`src/core/adc_seq_pkg.sv`:
```
// Shared constants for the converter reset and sequencing link
package adc_seq_pkg;
	// Core clock
	localparam int CLK_PERIOD_PS = 4000;
	localparam int CNT_W = 20;
	// Frame layout: rw, 15-bit address, 8-bit data
	localparam int FRAME_BITS = 24;
	localparam int HDR_BITS = 16;
	localparam int ADDR_W = 15;
	// Register addresses
	localparam logic [14:0] ADDR_IFACE_A = 15'h0000;
	localparam logic [14:0] ADDR_EXIT_CFG = 15'h0014;
	localparam logic [14:0] ADDR_MODES = 15'h0020;
	localparam logic [14:0] ADDR_DIAG = 15'h0034;
	localparam logic [14:0] ADDR_ENTER_CFG = 15'h3FFF;
	localparam logic [7:0] EXIT_CFG_VAL = 8'h01;
	// Field positions
	localparam int SOFT_RESET_A_POS = 7;
	localparam int SOFT_RESET_B_POS = 0;
	localparam int RESET_SEEN_POS = 0;
	// Reset values
	localparam logic [7:0] IFACE_A_RST = 8'h00;
	localparam logic [7:0] MODES_RST = 8'h00;
	// Timing
	localparam int RESET_PULSE_MIN_WIDTH_NS = 50;
	localparam int RESET_PULSE_CYC = (RESET_PULSE_MIN_WIDTH_NS * 1000 + CLK_PERIOD_PS - 1)
		/ CLK_PERIOD_PS;
	localparam int RESET_DELAY_MS = 3;
	// Cycles per ms first, so the product stays inside a 32-bit int
	localparam int RESET_DELAY_CYC = RESET_DELAY_MS * (1000000000 / CLK_PERIOD_PS);
	localparam int LOCKOUT_US = 750;
	localparam int LOCKOUT_CYC = (LOCKOUT_US * 1000000 + CLK_PERIOD_PS - 1) / CLK_PERIOD_PS;
	localparam int CONV_CYC_DEF = 75;
	localparam int QUIET_WINDOW_CYC = 16;
	localparam int SCK_HALF_CYC = 10;
endpackage : adc_seq_pkg

```
`src/core/adc_link_if.sv`:
```
// Pin-level link between the host controller and the converter
`timescale 1ns/1ps
`default_nettype none
interface adc_link_if;
	logic rst_n;
	logic cs_n;
	logic sck;
	logic sdi;
	logic convert_strobe;
	logic sdo;
	logic conversion_flag_or_clock_out;
	modport dev (
		input rst_n, cs_n, sck, sdi, convert_strobe,
		output sdo, conversion_flag_or_clock_out
	);
	modport host (
		output rst_n, cs_n, sck, sdi, convert_strobe,
		input sdo, conversion_flag_or_clock_out
	);
endinterface : adc_link_if
`default_nettype wire

```
`src/core/adc_seq_dev.sv`:
```
// Converter end: reset sources, lockout, config registers, conversion flag
//
// Contract
// - sample taken at convert strobe rising edge
// - host keeps mux still during busy, quiet
// - host switches mux right after conversion
// - low reset pin resets the device
// - host holds reset low 50 ns
// - soft reset needs both bits, one write
// - hardware or soft reset sets seen flag
// - writing one clears seen flag
// - power-up resets registers, sets seen flag
// - supply dropout also forces power-on reset
// - host resets explicitly after power-on reset; host pulses reset by itself only after sys_rst_in, else on reset_req_in, not after a supply dropout
// - host waits 3 ms before reset
// - 750 us lockout of commands, conversions
// - busy high from strobe to completion
// - config mode entry read, exit write
// - frames are 24 clocks, select low
`timescale 1ns/1ps
`default_nettype none
module adc_seq_dev #(
	parameter int LOCK_CYC = adc_seq_pkg::LOCKOUT_CYC,
	parameter int CONV_CYC = adc_seq_pkg::CONV_CYC_DEF
) (
	// Clock and reset
	input wire logic core_clk_in,
	input wire logic sys_rst_in,
	// Link
	adc_link_if.dev link,
	// Supply monitors, asynchronous
	input wire logic analog_supply_high_ok_in,
	input wire logic core_supply_low_ok_in,
	// Status
	output logic sample_strobe_out,
	output logic reset_active_out,
	output logic lockout_out,
	output logic cfg_mode_out,
	output logic reset_seen_flag_out,
	output logic [7:0] modes_out
);
	localparam int W = adc_seq_pkg::CNT_W;

	// Synchronisers: stage 1 feeds stage 2 only
	logic [6:0] s1_r;
	logic [6:0] s2_r;
	always_ff @(posedge core_clk_in or posedge sys_rst_in) begin
		if (sys_rst_in) begin
			s1_r <= 7'h00;
			s2_r <= 7'h00;
		end else begin
			s1_r <= {link.rst_n, link.cs_n, link.sck, link.sdi, link.convert_strobe,
				analog_supply_high_ok_in, core_supply_low_ok_in};
			s2_r <= s1_r;
		end
	end
	logic rst_pin_n;
	logic cs_n_s;
	logic sck_s;
	logic sdi_s;
	logic cnv_s;
	logic supplies_ok;
	assign rst_pin_n = s2_r[6];
	assign cs_n_s = s2_r[5];
	assign sck_s = s2_r[4];
	assign sdi_s = s2_r[3];
	assign cnv_s = s2_r[2];
	assign supplies_ok = s2_r[1] & s2_r[0];

	logic hold_r, hold_nxt;
	logic [W-1:0] lock_r, lock_nxt;
	logic lock_out_r, lock_out_nxt;
	logic flag_r, flag_nxt;
	logic cfg_r, cfg_nxt;
	logic [7:0] ifa_r, ifa_nxt;
	logic [7:0] pend_r, pend_nxt;
	logic [7:0] modes_r, modes_nxt;
	logic [4:0] bit_r, bit_nxt;
	logic [22:0] sh_r, sh_nxt;
	logic rd_en_r, rd_en_nxt;
	logic [7:0] rd_r, rd_nxt;
	logic sdo_r, sdo_nxt;
	logic busy_r, busy_nxt;
	logic [W-1:0] conv_r, conv_nxt;
	logic smp_r, smp_nxt;
	logic sck_d_r, sck_d_nxt;
	logic cnv_d_r, cnv_d_nxt;

	function automatic logic [7:0] reg_read(input logic [14:0] a, input logic [7:0] ifa,
		input logic [7:0] md, input logic fl);
		case (a)
			adc_seq_pkg::ADDR_IFACE_A: reg_read = ifa;
			adc_seq_pkg::ADDR_MODES: reg_read = md;
			adc_seq_pkg::ADDR_DIAG: reg_read = {7'h00, fl};
			default: reg_read = 8'h00;
		endcase
	endfunction : reg_read

	always_comb begin
		logic [23:0] frame;
		logic do_reset;
		logic locked;
		frame = {sh_r, sdi_s};
		do_reset = 1'b0;
		locked = (lock_r != '0);
		hold_nxt = hold_r;
		lock_nxt = lock_r;
		flag_nxt = flag_r;
		cfg_nxt = cfg_r;
		ifa_nxt = ifa_r;
		pend_nxt = pend_r;
		modes_nxt = modes_r;
		bit_nxt = bit_r;
		sh_nxt = sh_r;
		rd_en_nxt = rd_en_r;
		rd_nxt = rd_r;
		sdo_nxt = sdo_r;
		busy_nxt = busy_r;
		conv_nxt = conv_r;
		smp_nxt = 1'b0;
		sck_d_nxt = sck_s;
		cnv_d_nxt = cnv_s;
		if (!rst_pin_n || !supplies_ok) begin
			do_reset = 1'b1;
		end else if (hold_r) begin
			hold_nxt = 1'b0;
			lock_nxt = W'(LOCK_CYC);
			flag_nxt = 1'b1;
		end else begin
			if (locked) begin
				lock_nxt = lock_r - W'(1);
			end
			if (busy_r) begin
				conv_nxt = conv_r - W'(1);
				if (conv_r == W'(1)) begin
					busy_nxt = 1'b0;
				end
			end else if (cnv_s && !cnv_d_r && !locked) begin
				busy_nxt = 1'b1;
				conv_nxt = W'(CONV_CYC);
				smp_nxt = 1'b1;
			end
			if (cs_n_s) begin
				bit_nxt = 5'h00;
				sdo_nxt = 1'b0;
			end else if (!locked && sck_s && !sck_d_r && bit_r < 5'(adc_seq_pkg::FRAME_BITS)) begin
				sh_nxt = frame[22:0];
				bit_nxt = bit_r + 5'h01;
				if (bit_r == 5'(adc_seq_pkg::HDR_BITS - 1)) begin
					rd_en_nxt = frame[15];
					rd_nxt = reg_read(frame[14:0], ifa_r, modes_r, flag_r);
					if (frame[15] && frame[14:0] == adc_seq_pkg::ADDR_ENTER_CFG) begin
						cfg_nxt = 1'b1;
					end
				end
				if (bit_r == 5'(adc_seq_pkg::FRAME_BITS - 1) && !frame[23] && cfg_r) begin
					case (frame[22:8])
						adc_seq_pkg::ADDR_IFACE_A: begin
							if (frame[adc_seq_pkg::SOFT_RESET_A_POS]
								&& frame[adc_seq_pkg::SOFT_RESET_B_POS]) begin
								do_reset = 1'b1;
							end else begin
								ifa_nxt = frame[7:0];
							end
						end
						adc_seq_pkg::ADDR_DIAG: begin
							if (frame[adc_seq_pkg::RESET_SEEN_POS]) begin
								flag_nxt = 1'b0;
							end
						end
						adc_seq_pkg::ADDR_MODES: pend_nxt = frame[7:0];
						adc_seq_pkg::ADDR_EXIT_CFG: begin
							if (frame[7:0] == adc_seq_pkg::EXIT_CFG_VAL) begin
								cfg_nxt = 1'b0;
								modes_nxt = pend_r;
							end
						end
						default: ;
					endcase
				end
			end else if (!locked && !sck_s && sck_d_r && rd_en_r
				&& bit_r >= 5'(adc_seq_pkg::HDR_BITS)
				&& bit_r < 5'(adc_seq_pkg::FRAME_BITS)) begin
				sdo_nxt = rd_r[7];
				rd_nxt = {rd_r[6:0], 1'b0};
			end
		end
		if (do_reset) begin
			hold_nxt = 1'b1;
			lock_nxt = '0;
			cfg_nxt = 1'b0;
			ifa_nxt = adc_seq_pkg::IFACE_A_RST;
			pend_nxt = adc_seq_pkg::MODES_RST;
			modes_nxt = adc_seq_pkg::MODES_RST;
			bit_nxt = 5'h00;
			rd_en_nxt = 1'b0;
			sdo_nxt = 1'b0;
			busy_nxt = 1'b0;
			conv_nxt = '0;
			smp_nxt = 1'b0;
		end
		lock_out_nxt = hold_nxt || (lock_nxt != '0);
	end

	// Power-up counts as a reset with the seen flag raised
	always_ff @(posedge core_clk_in or posedge sys_rst_in) begin
		if (sys_rst_in) begin
			hold_r <= 1'b1;
			lock_r <= '0;
			lock_out_r <= 1'b1;
			flag_r <= 1'b1;
			cfg_r <= 1'b0;
			ifa_r <= adc_seq_pkg::IFACE_A_RST;
			pend_r <= adc_seq_pkg::MODES_RST;
			modes_r <= adc_seq_pkg::MODES_RST;
			bit_r <= 5'h00;
			sh_r <= 23'h000000;
			rd_en_r <= 1'b0;
			rd_r <= 8'h00;
			sdo_r <= 1'b0;
			busy_r <= 1'b0;
			conv_r <= '0;
			smp_r <= 1'b0;
			sck_d_r <= 1'b0;
			cnv_d_r <= 1'b0;
		end else begin
			hold_r <= hold_nxt;
			lock_r <= lock_nxt;
			lock_out_r <= lock_out_nxt;
			flag_r <= flag_nxt;
			cfg_r <= cfg_nxt;
			ifa_r <= ifa_nxt;
			pend_r <= pend_nxt;
			modes_r <= modes_nxt;
			bit_r <= bit_nxt;
			sh_r <= sh_nxt;
			rd_en_r <= rd_en_nxt;
			rd_r <= rd_nxt;
			sdo_r <= sdo_nxt;
			busy_r <= busy_nxt;
			conv_r <= conv_nxt;
			smp_r <= smp_nxt;
			sck_d_r <= sck_d_nxt;
			cnv_d_r <= cnv_d_nxt;
		end
	end

	assign link.sdo = sdo_r;
	assign link.conversion_flag_or_clock_out = busy_r;
	assign sample_strobe_out = smp_r;
	assign reset_active_out = hold_r;
	assign lockout_out = lock_out_r;
	assign cfg_mode_out = cfg_r;
	assign reset_seen_flag_out = flag_r;
	assign modes_out = modes_r;
endmodule : adc_seq_dev
`default_nettype wire

```
`src/flat_wrapper.sv`:
```
// flat-port wrapper written by rule: the top's interface ports become plain ports
module adc_seq_dev_flat 
#(
	parameter int LOCK_CYC = adc_seq_pkg::LOCKOUT_CYC,
	parameter int CONV_CYC = adc_seq_pkg::CONV_CYC_DEF
)
  (core_clk_in, sys_rst_in, analog_supply_high_ok_in, core_supply_low_ok_in, sample_strobe_out, reset_active_out, lockout_out, cfg_mode_out, reset_seen_flag_out, modes_out, link_rst_n, link_cs_n, link_sck, link_sdi, link_convert_strobe, link_sdo, link_conversion_flag_or_clock_out);
  adc_link_if link_i ();
  input wire logic core_clk_in;
  input wire logic sys_rst_in;
  input wire logic analog_supply_high_ok_in;
  input wire logic core_supply_low_ok_in;
  output logic sample_strobe_out;
  output logic reset_active_out;
  output logic lockout_out;
  output logic cfg_mode_out;
  output logic reset_seen_flag_out;
  output logic [7:0] modes_out;
  input wire logic [$bits(link_i.rst_n)-1:0] link_rst_n;
  input wire logic [$bits(link_i.cs_n)-1:0] link_cs_n;
  input wire logic [$bits(link_i.sck)-1:0] link_sck;
  input wire logic [$bits(link_i.sdi)-1:0] link_sdi;
  input wire logic [$bits(link_i.convert_strobe)-1:0] link_convert_strobe;
  output wire logic [$bits(link_i.sdo)-1:0] link_sdo;
  output wire logic [$bits(link_i.conversion_flag_or_clock_out)-1:0] link_conversion_flag_or_clock_out;
  assign link_i.rst_n = link_rst_n;
  assign link_i.cs_n = link_cs_n;
  assign link_i.sck = link_sck;
  assign link_i.sdi = link_sdi;
  assign link_i.convert_strobe = link_convert_strobe;
  assign link_sdo = link_i.sdo;
  assign link_conversion_flag_or_clock_out = link_i.conversion_flag_or_clock_out;
  adc_seq_dev #(.LOCK_CYC(LOCK_CYC), .CONV_CYC(CONV_CYC)) u_core (.core_clk_in(core_clk_in), .sys_rst_in(sys_rst_in), .link(link_i), .analog_supply_high_ok_in(analog_supply_high_ok_in), .core_supply_low_ok_in(core_supply_low_ok_in), .sample_strobe_out(sample_strobe_out), .reset_active_out(reset_active_out), .lockout_out(lockout_out), .cfg_mode_out(cfg_mode_out), .reset_seen_flag_out(reset_seen_flag_out), .modes_out(modes_out));
endmodule
```
`config.mk`:
```
export PLATFORM = sky130hd
export DESIGN_NAME = adc_seq_dev_flat
export DESIGN_NICKNAME = d
export VERILOG_FILES = /design/src/core/adc_seq_pkg.sv /design/src/core/adc_link_if.sv /design/src/core/adc_seq_dev.sv /design/src/flat_wrapper.sv
export SDC_FILE = /design/constraint.sdc
export NUM_CORES = 1
export LEC_CHECK = 0
export BUFFER_PORTS_ARGS = -buffer_cell sky130_fd_sc_hd__buf_4
export CAP_MARGIN = 30
export CORE_MARGIN = 2
export CORE_UTILIZATION = 25
export CTS_CLUSTER_SIZE = 14
export DETAILED_ROUTE_END_ITERATION = 16
export GPL_TIMING_DRIVEN = 0
export PLACE_DENSITY = 0.43
export SLEW_MARGIN = 20
export SYNTH_ARGS = -nofsm -noshare
export SYNTH_HDL_FRONTEND = slang
export SYNTH_SLANG_ARGS = --single-unit
```
`constraint.sdc`:
```
create_clock -name core_clk_in -period 4.6 [get_ports core_clk_in]
set_clock_uncertainty 0.05 [all_clocks]
set_input_delay 0.46 -clock core_clk_in [delete_from_list [all_inputs] [get_ports core_clk_in]]
set_output_delay 0.46 -clock core_clk_in [all_outputs]
set_load 0.03 [all_outputs]
```
==> summary.log, run 1 <==
INFO  clock_tree     tritoncts=yes
INFO  power          ir_drop=0.000253V
INFO  timing         timing.max_slew.rel_slack=47.5%
INFO  final_layout   post-route-util=30.7%
INFO  global_route   first_global_vias=4580
INFO  logic_synthesis synth_cell_types=60
INFO  worst_setup_path crit_path_cell_trace=inv_1, ha_1, nor3b_1, and4_1, buf_2, nand4_4, and2_4, buf_6, clkinv_2, a21oi_1, nor2_4, mux2_2
INFO  final_layout   filler_cell_count=2462
INFO  clock_tree     cts.sink_count=124
INFO  timing         clock_period_minus_worst_slack=3.21ns
INFO  global_route   grt-ovfl-total=0
INFO  logic_synthesis ys.warnings.count=0
INFO  clock_tree     clkTransAtPathRegs=0.06ns
INFO  worst_setup_path setup.worst_path.start_class=flip-flop
INFO  flow_run       drv.max_cap_violation_count=0
INFO  worst_setup_path setup.worst_path.class=reg2reg
INFO  final_layout   area_growth_syn_to_fin=20.4%
INFO  final_layout   num_antenna_cells=0
INFO  clock_tree     htreeDepth=4
INFO  die            ioPinCount=24
INFO  drt            routed_wl=15.0mm
INFO  timing         setup_viol=0
INFO  timing         grt_setup_unrepaired=no
INFO  die            dieArea=0.0252mm²
INFO  timing         final_min_period_over_clock_period=69.7%
INFO  worst_setup_path cp_data_required_time=4.85ns
INFO  logic_synthesis post-synth-top-area-fraction=50.5%
INFO  logic_synthesis synth_top_area_cell=dfrtp_1
INFO  global_route   all_layer_gr_usage=12.4%
INFO  worst_setup_path cp_slowest_cell=nor3b_1
INFO  timing         fmax=312MHz
INFO  logic_synthesis post_synth.cell_area_avg=10.6µm²
INFO  hold_path      hold_path_startpoint=analog_supply_high_ok_in
INFO  logic_synthesis synth_edf_count=0
INFO  final_layout   fin_nets=628
INFO  worst_setup_path setup.worst_path.start=u_core.lock_r[0]$_DFF_PP0_
INFO  die            fp-row-count=56
INFO  global_route   grt_first_pass_wirelength=25.0mm
INFO  logic_synthesis synth.ff_latch_count=124
INFO  logic_synthesis yosysSeqAreaShare=51.8%
INFO  die            die_span_y=159µm
INFO  place          numPortBuffers=23
INFO  worst_setup_path worst_path_dominant_cell_family=simple AND/OR/NAND/NOR gates
INFO  clock_tree     cts_resized=0
INFO  worst_setup_path worstPathBufferInverterCount=4
INFO  worst_setup_path path_max_fanout=10
INFO  timing         timing_worst_slew_pin_value=0.782ns
INFO  clock_tree     cts-buffers-inserted=17
INFO  logic_synthesis post_syn_nets=583
INFO  outcome        outcome=finished, final reports clean
INFO  logic_synthesis ys_async_sr_fraction=100%
INFO  die            coreArea=0.0235mm²
INFO  drt            number_of_nets_with_antenna_violations_after_routing=0
INFO  drt            viasPerCell=4.74
INFO  worst_setup_path arrival=3.45ns
INFO  clock_tree     cts-root-buf=clkbuf_16
INFO  global_route   antenna_found_initial=0
INFO  timing         timing_hold_violations_final=0
INFO  place          globalplace.congestion=0.796
INFO  logic_synthesis post_synth_inst_count=568
INFO  clock_tree     ctsLongestPathBuffers=2
INFO  logic_synthesis synth.area.top_cells=dfrtp_1, mux2_2, nor2_1
INFO  drt            dr.first_iter.drc_count=296
INFO  drt            post_drt_wl_per_cell=15.9µm
INFO  timing         timing.final.max_slew_violations=0
INFO  worst_setup_path slowest_delay=0.48ns
INFO  power          power.static_leakage=3.24nW
INFO  worst_setup_path crit_path_end_kind=flip-flop
INFO  drt            drc=0
INFO  final_layout   layout-drive-gt1-share=19.6%
INFO  clock_tree     worstSkewPairLatency=0.42ns
INFO  drt            first_pass_iters=5
INFO  clock_tree     cts_hold_repair.buffers=1
INFO  place          dpl.hpwl=10.4mm
INFO  power          pwr_dens=373mW/mm²
INFO  die            initial_utilization=25.5%
INFO  drt            vias=4479
INFO  hold_path      holdCritPathClass=in2reg
INFO  final_layout   number_of_cells_in_the_finished_layout_apart_from_fillers=945
INFO  clock_tree     cts.repair_timing.setup_buffer_count=0
INFO  timing         timing.setup.tns=0ns
INFO  die            die_w=159µm
INFO  worst_setup_path regToRegStartpoint=u_core.lock_r[0]$_DFF_PP0_
INFO  logic_synthesis netlist_area_before_placement=0.00600mm²
INFO  global_route   grt_start_max_net_pins=97
INFO  place          place_inst=912
INFO  logic_synthesis synth_top_flop_cell=dfrtp_1
-- kinds of logic (layout without fill, tap and decap cells) --
| logic type | Yosys count | after routing | synth area share (%) |
|---|---|---|---|
| and+or+nand+nor | 239 | 239 | 22.0 |
| DFF | 124 | 124 | 51.8 |
| AOI/OAI and AO/OA | 68 | 68 | 7.13 |
| muxes | 59 | 59 | 10.7 |
| buffers and inverters | 44 | 102 | 3.05 |
| xor gates and xnor gates | 28 | 28 | 4.09 |
| adders and majority gates | 6 | 6 | 1.25 |
-- registers in the layout, indices dropped and copies added, names as in the netlist, 8 cells and up --
signal	count
u_core.ifa_r	8
u_core.lock_r	20
u_core.conv_r	20
u_core.pend_r	8
u_core.rd_r	8
u_core.modes_out	8
u_core.sh_r	23
-- synthesized netlist by cell type, types with 2 or more instances --
library cell  count
nand3_1          18
mux2i_1          18
xor2_1           20
a211oi_1          2
o21ai_1           3
dfrtp_1         121
and4_1            4
nor3_1           16
nor4_1           14
xnor2_1           8
o31ai_1           2
nor3b_1           4
or3_1             5
a22o_1            4
ha_1              6
nor4_2            2
or2_2             2
nand4b_1          5
nand2b_1          3
inv_1            21
nand3b_1          4
or4_1             5
dfstp_2           3
a21oi_1          22
o21a_1            2
a31oi_1           5
clkbuf_1         13
buf_2             7
mux2_2           41
and2_1            5
nand2_1          41
o21ai_0          16
nand4_1          18
nor2_1           56
nor2b_1          11
or4_4             2
and3_1           16
-- through the flow --
stage / setup WS [ns] / total power, mW / instance area [µm²] / hold WS (ns)
finish: 1.39 / 2.69 / 7220 / 0.0962
global route: 1.07 / 2.83 / 7220 / 0.0744
CTS: 1.34 / 2.74 / 7220 / 0.0706
detailed placement: 1.36 / 1.36 / 6610 / 0.285
global placement: -0.770 / 1.36 / 6570 / 0.283
floorplan: 0.796 / 1.30 / 6000 / 0.281
-- power breakdown --
group	internal (mW)	switching (mW)
Combinational	0.0839	0.134
Sequential	1.11	0.0151
Clock	0.822	0.529
-- routing by layer --
metal	track usage, %	wire, µm	up-vias
met3	3.08	493	12
li1	-	-	2124
met4	3.88	145	0
met2	19.2	7060	98
met5	0	0	-
met1	17.1	7330	2245
-- cell usage in the layout, fill, tap and decap left out, drive strengths merged, types with 7 or more instances in the layout --
| master | netlist | final |
|---|---|---|
| a21oi | 23 | 23 |
| and3 | 16 | 16 |
| buf | 9 | 34 |
| clkbuf | 13 | 31 |
| clkinv | 1 | 8 |
| dfrtp | 121 | 121 |
| inv | 21 | 25 |
| mux2 | 41 | 41 |
| mux2i | 18 | 18 |
| nand2 | 41 | 41 |
| nand3 | 18 | 18 |
| nand4 | 19 | 19 |
| nor2 | 58 | 58 |
| nor2b | 11 | 11 |
| nor3 | 16 | 16 |
| nor4 | 17 | 17 |
| o21ai | 19 | 19 |
| or4 | 7 | 7 |
| xnor2 | 8 | 8 |
| xor2 | 20 | 20 |
-- final timing paths --
path	cells after the start	to	slack, ns
worst min-delay path	1	u_core.s1_r[1]$_DFF_PP0_	0.1
max in group asynchronous	4	u_core.reset_seen_flag_out$_DFFE_PP1P_	3.22
worst min register to register	0	u_core.s2_r[5]$_DFF_PP0_	0.30
worst max-delay path	12	u_core.ifa_r[4]$_DFFE_PP0P_	1.39
worst max register to register	12	u_core.ifa_r[4]$_DFFE_PP0P_	1.39
min in group asynchronous	3	u_core.conv_r[10]$_DFFE_PP0P_	0.49
-- worst reg2reg max path: stages (launching register included) --
cell	delay [ns]
dfrtp_1	0.43
inv_1	0.10
ha_1	0.14
nor3b_1	0.48
and4_1	0.27
buf_2	0.22
nand4_4	0.21
and2_4	0.23
buf_6	0.13
clkinv_2	0.12
a21oi_1	0.09
nor2_4	0.26
mux2_2	0.37
-- final cells by class --
class / count / area (µm²) / area share (%)
buffer: 22 / 98.8 / 1.37
clock buffer: 18 / 439 / 6.08
clock inverter: 14 / 160 / 2.22
inverter: 22 / 91.3 / 1.27
multi-input combinational: 400 / 2710 / 37.5
sequential: 124 / 3110 / 43.0
tap: 319 / 399 / 5.53
timing repair buffer: 26 / 215 / 2.98
No activity file was read; power rests on OpenSTA's default activity.
==> run 2, diff against run 1 <==
clock period = 3.1 ns   (was 4.6 ns; I/O delays follow)
==> run 2 against run 1 <==
Register-to-register slack got worse by 1.3 ns. Core utilization grew 0.70 points. Non-clock buffer count rose by 11. Sequential power is 49% higher. Largest power group unchanged. Highest routed layer unchanged.
==> summary.log, run 2 (same netlist as run 1, synthesis figures left out) <==
INFO  outcome        outcome=finished, final reports clean
INFO  drt            vias=4501
INFO  drt            dr.first_iter.drc_count=262
INFO  timing         fmax=338MHz
INFO  final_layout   filler_cell_count=2422
INFO  clock_tree     clkTransAtPathRegs=0.06ns
INFO  timing         timing.max_slew.rel_slack=47.3%
INFO  final_layout   largest_register=u_core.sh_r
INFO  drt            viasPerCell=4.71
INFO  timing         final_min_period_over_clock_period=95.5%
INFO  hold_path      holdCritPathClass=reg2reg
INFO  global_route   first_global_vias=4681
INFO  clock_tree     ctsLongestPathBuffers=2
INFO  global_route   all_layer_gr_usage=12.5%
INFO  worst_setup_path r2r.worst_path.cells=7
INFO  final_layout   largest_registers=u_core.sh_r (23), u_core.conv_r (20), u_core.lock_r (20)
INFO  place          place_inst=915
INFO  worst_setup_path crit_path_end_kind=flip-flop
INFO  worst_setup_path path_max_fanout=10
INFO  hold_path      min_delay_path_depth=0
INFO  final_layout   finish.instance_area=0.00738mm²
INFO  final_layout   post-route-util=31.4%
INFO  global_route   grt-ovfl-total=0
INFO  final_layout   largest_register_ff_count=23
INFO  global_route   grt_start_max_net_pins=32
INFO  final_layout   number_of_cells_in_the_finished_layout_apart_from_fillers=956
INFO  timing         setup_viol=0
INFO  drt            first_pass_iters=6
INFO  global_route   antenna_found_initial=0
INFO  hold_path      hold-path-endpoint=u_core.s2_r[5]$_DFF_PP0_
INFO  place          numPortBuffers=23
INFO  place          dpl.hpwl=10.6mm
INFO  power          power.static_leakage=3.32nW
INFO  worst_setup_path crit_path_cell_trace=or4_4, nor4_1, nand4_1, o21ai_1, buf_2, a31oi_1, or4_1
INFO  final_layout   num_antenna_cells=0
INFO  timing         timing_worst_slew_pin_value=0.783ns
INFO  final_layout   layout.cells.most_common=dfrtp_1
INFO  timing         clock_period_minus_worst_slack=2.96ns
INFO  worst_setup_path cp_data_required_time=3.38ns
INFO  clock_tree     tritoncts=yes
INFO  power          report.power.total=3.97mW
INFO  clock_tree     cts-root-buf=clkbuf_16
INFO  worst_setup_path rrSetupSlack=0.14ns
INFO  final_layout   sequential_cell_area=0.00311mm²
INFO  place          placed_inst_area=0.00667mm²
INFO  worst_setup_path setup.worst_path.class=reg2reg
INFO  timing         grt_setup_unrepaired=no
INFO  final_layout   fin_nets=639
INFO  timing         timing_hold_violations_final=0
INFO  die            initial_utilization=25.5%
INFO  worst_setup_path cp_slowest_cell=or4_4
INFO  die            dieArea=0.0252mm²
INFO  drt            number_of_nets_with_antenna_violations_after_routing=0
INFO  worst_setup_path rr_endpoint=u_core.lockout_out$_DFF_PP1_
INFO  drt            routed_wl=15.0mm
INFO  worst_setup_path arrival=3.24ns
INFO  clock_tree     cts-buffers-inserted=17
INFO  power          ir_drop=0.000351V
INFO  die            coreArea=0.0235mm²
INFO  final_layout   area_growth_syn_to_fin=23.1%
INFO  die            die_span_y=159µm
INFO  clock_tree     htreeDepth=4
INFO  worst_setup_path setup.worst_path.start_class=flip-flop
INFO  die            fp-row-count=56
INFO  clock_tree     worstSkewPairLatency=0.42ns
INFO  worst_setup_path regToRegStartpoint=u_core.sh_r[14]$_DFFE_PP0P_
INFO  worst_setup_path slowest_delay=0.60ns
INFO  hold_path      hold_path_startpoint=u_core.s1_r[5]$_DFF_PP0_
INFO  clock_tree     cts.sink_count=124
INFO  final_layout   multiInputGateArea=0.00275mm²
INFO  flow_run       drv.max_cap_violation_count=0
INFO  die            ioPinCount=24
INFO  place          globalplace.congestion=0.795
INFO  drt            drc=0
INFO  timing         timing.setup.tns=0ns
INFO  timing         timing.final.max_slew_violations=0
INFO  die            die_w=159µm
INFO  global_route   grt_first_pass_wirelength=25.1mm
INFO  power          pwr_dens=538mW/mm²
INFO  drt            post_drt_wl_per_cell=15.7µm
INFO  final_layout   layout_common_cells=dfrtp_1, nor2_1, mux2_2, nand2_1, buf_4
INFO  final_layout   layout-drive-gt1-share=20.9%
[run 2: cell types whose count changed in the layout (fill, tap and decap cells not counted), moves of 3 or more]
cell / delta
clkinv_2: +4
buf_12: +3
inv_6: -3
dlygate4sd3_1: +7
[run 2: worst max path at each step]
stage / slack [ns] / start / endpoint
6_report: 0.14 / u_core.sh_r[14]$_DFFE_PP0P_ / u_core.lockout_out$_DFF_PP1_
5_1_grt: 0.01 / u_core.sh_r[14]$_DFFE_PP0P_ / u_core.lockout_out$_DFF_PP1_
4_1_cts: 0.03 / u_core.lock_r[5]$_DFF_PP0_ / u_core.rd_r[6]$_DFFE_PP0P_
3_5_place_dp: -0.14 / u_core.lock_r[0]$_DFF_PP0_ / u_core.ifa_r[5]$_DFFE_PP0P_
3_3_place_gp: -0.14 / u_core.lock_r[0]$_DFF_PP0_ / u_core.ifa_r[1]$_DFFE_PP0P_
2_1_floorplan: 0.51 / u_core.lock_r[0]$_DFF_PP0_ / u_core.ifa_r[0]$_DFFE_PP0P_
[run 2: final cells by class]
cell class / instances / share of cell area (%)
clock inverter: 14 / 1.97
clock buffer: 18 / 5.95
sequential: 124 / 42.1
buffer: 22 / 1.39
tap: 319 / 5.40
multi-input combinational: 400 / 37.3
inverter: 22 / 1.19
timing repair buffer: 37 / 4.78
[run 2: what timing repair did]
item                                   4_1_cts  5_1_grt
pin swaps                                    0        3
setup endpoints to repair                   18       64
resized for setup                            1       10
buffers inserted                             0        1
endpoints found under the hold margin       24        0
hold buffers                                 8        0
[run 2: metal layers]
metal	routed length, µm	up-vias	global-route usage [%]
li1	-	2144	-
met1	7350	2233	17.1
met2	6810	100	19.0
met3	585	24	3.19
met4	297	0	4.55
met5	0	-	0
[run 2: power breakdown]
| group | switching, mW | leakage (nW) | internal, mW |
|---|---|---|---|
| Combinational | 0.206 | 1.35 | 0.139 |
| Sequential | 0.0227 | 1.68 | 1.65 |
| Clock | 0.755 | 0.290 | 1.20 |
| Total | 0.983 | 3.32 | 2.99 |
[run 2: worst max-delay path, delay by kind of cell (launching register included)]
kind                   cells  cell delay [ns]
AO/OA/AOI/OAI              2             0.31
flip-flops                 1             0.45
buffers and inverters      1             0.30
AND/OR/NAND/NOR            4             1.77
[run 2: per-stage QoR]
| stage | worst slack [ns] | hold WS (ns) |
|---|---|---|
| after floorplan | 0.514 | 0.281 |
| after detailed placement | -0.136 | 0.289 |
| after CTS | 0.0286 | 0.302 |
| after global placement | -0.136 | 0.284 |
| after global routing | 0.0142 | 0.304 |
| final | 0.139 | 0.301 |
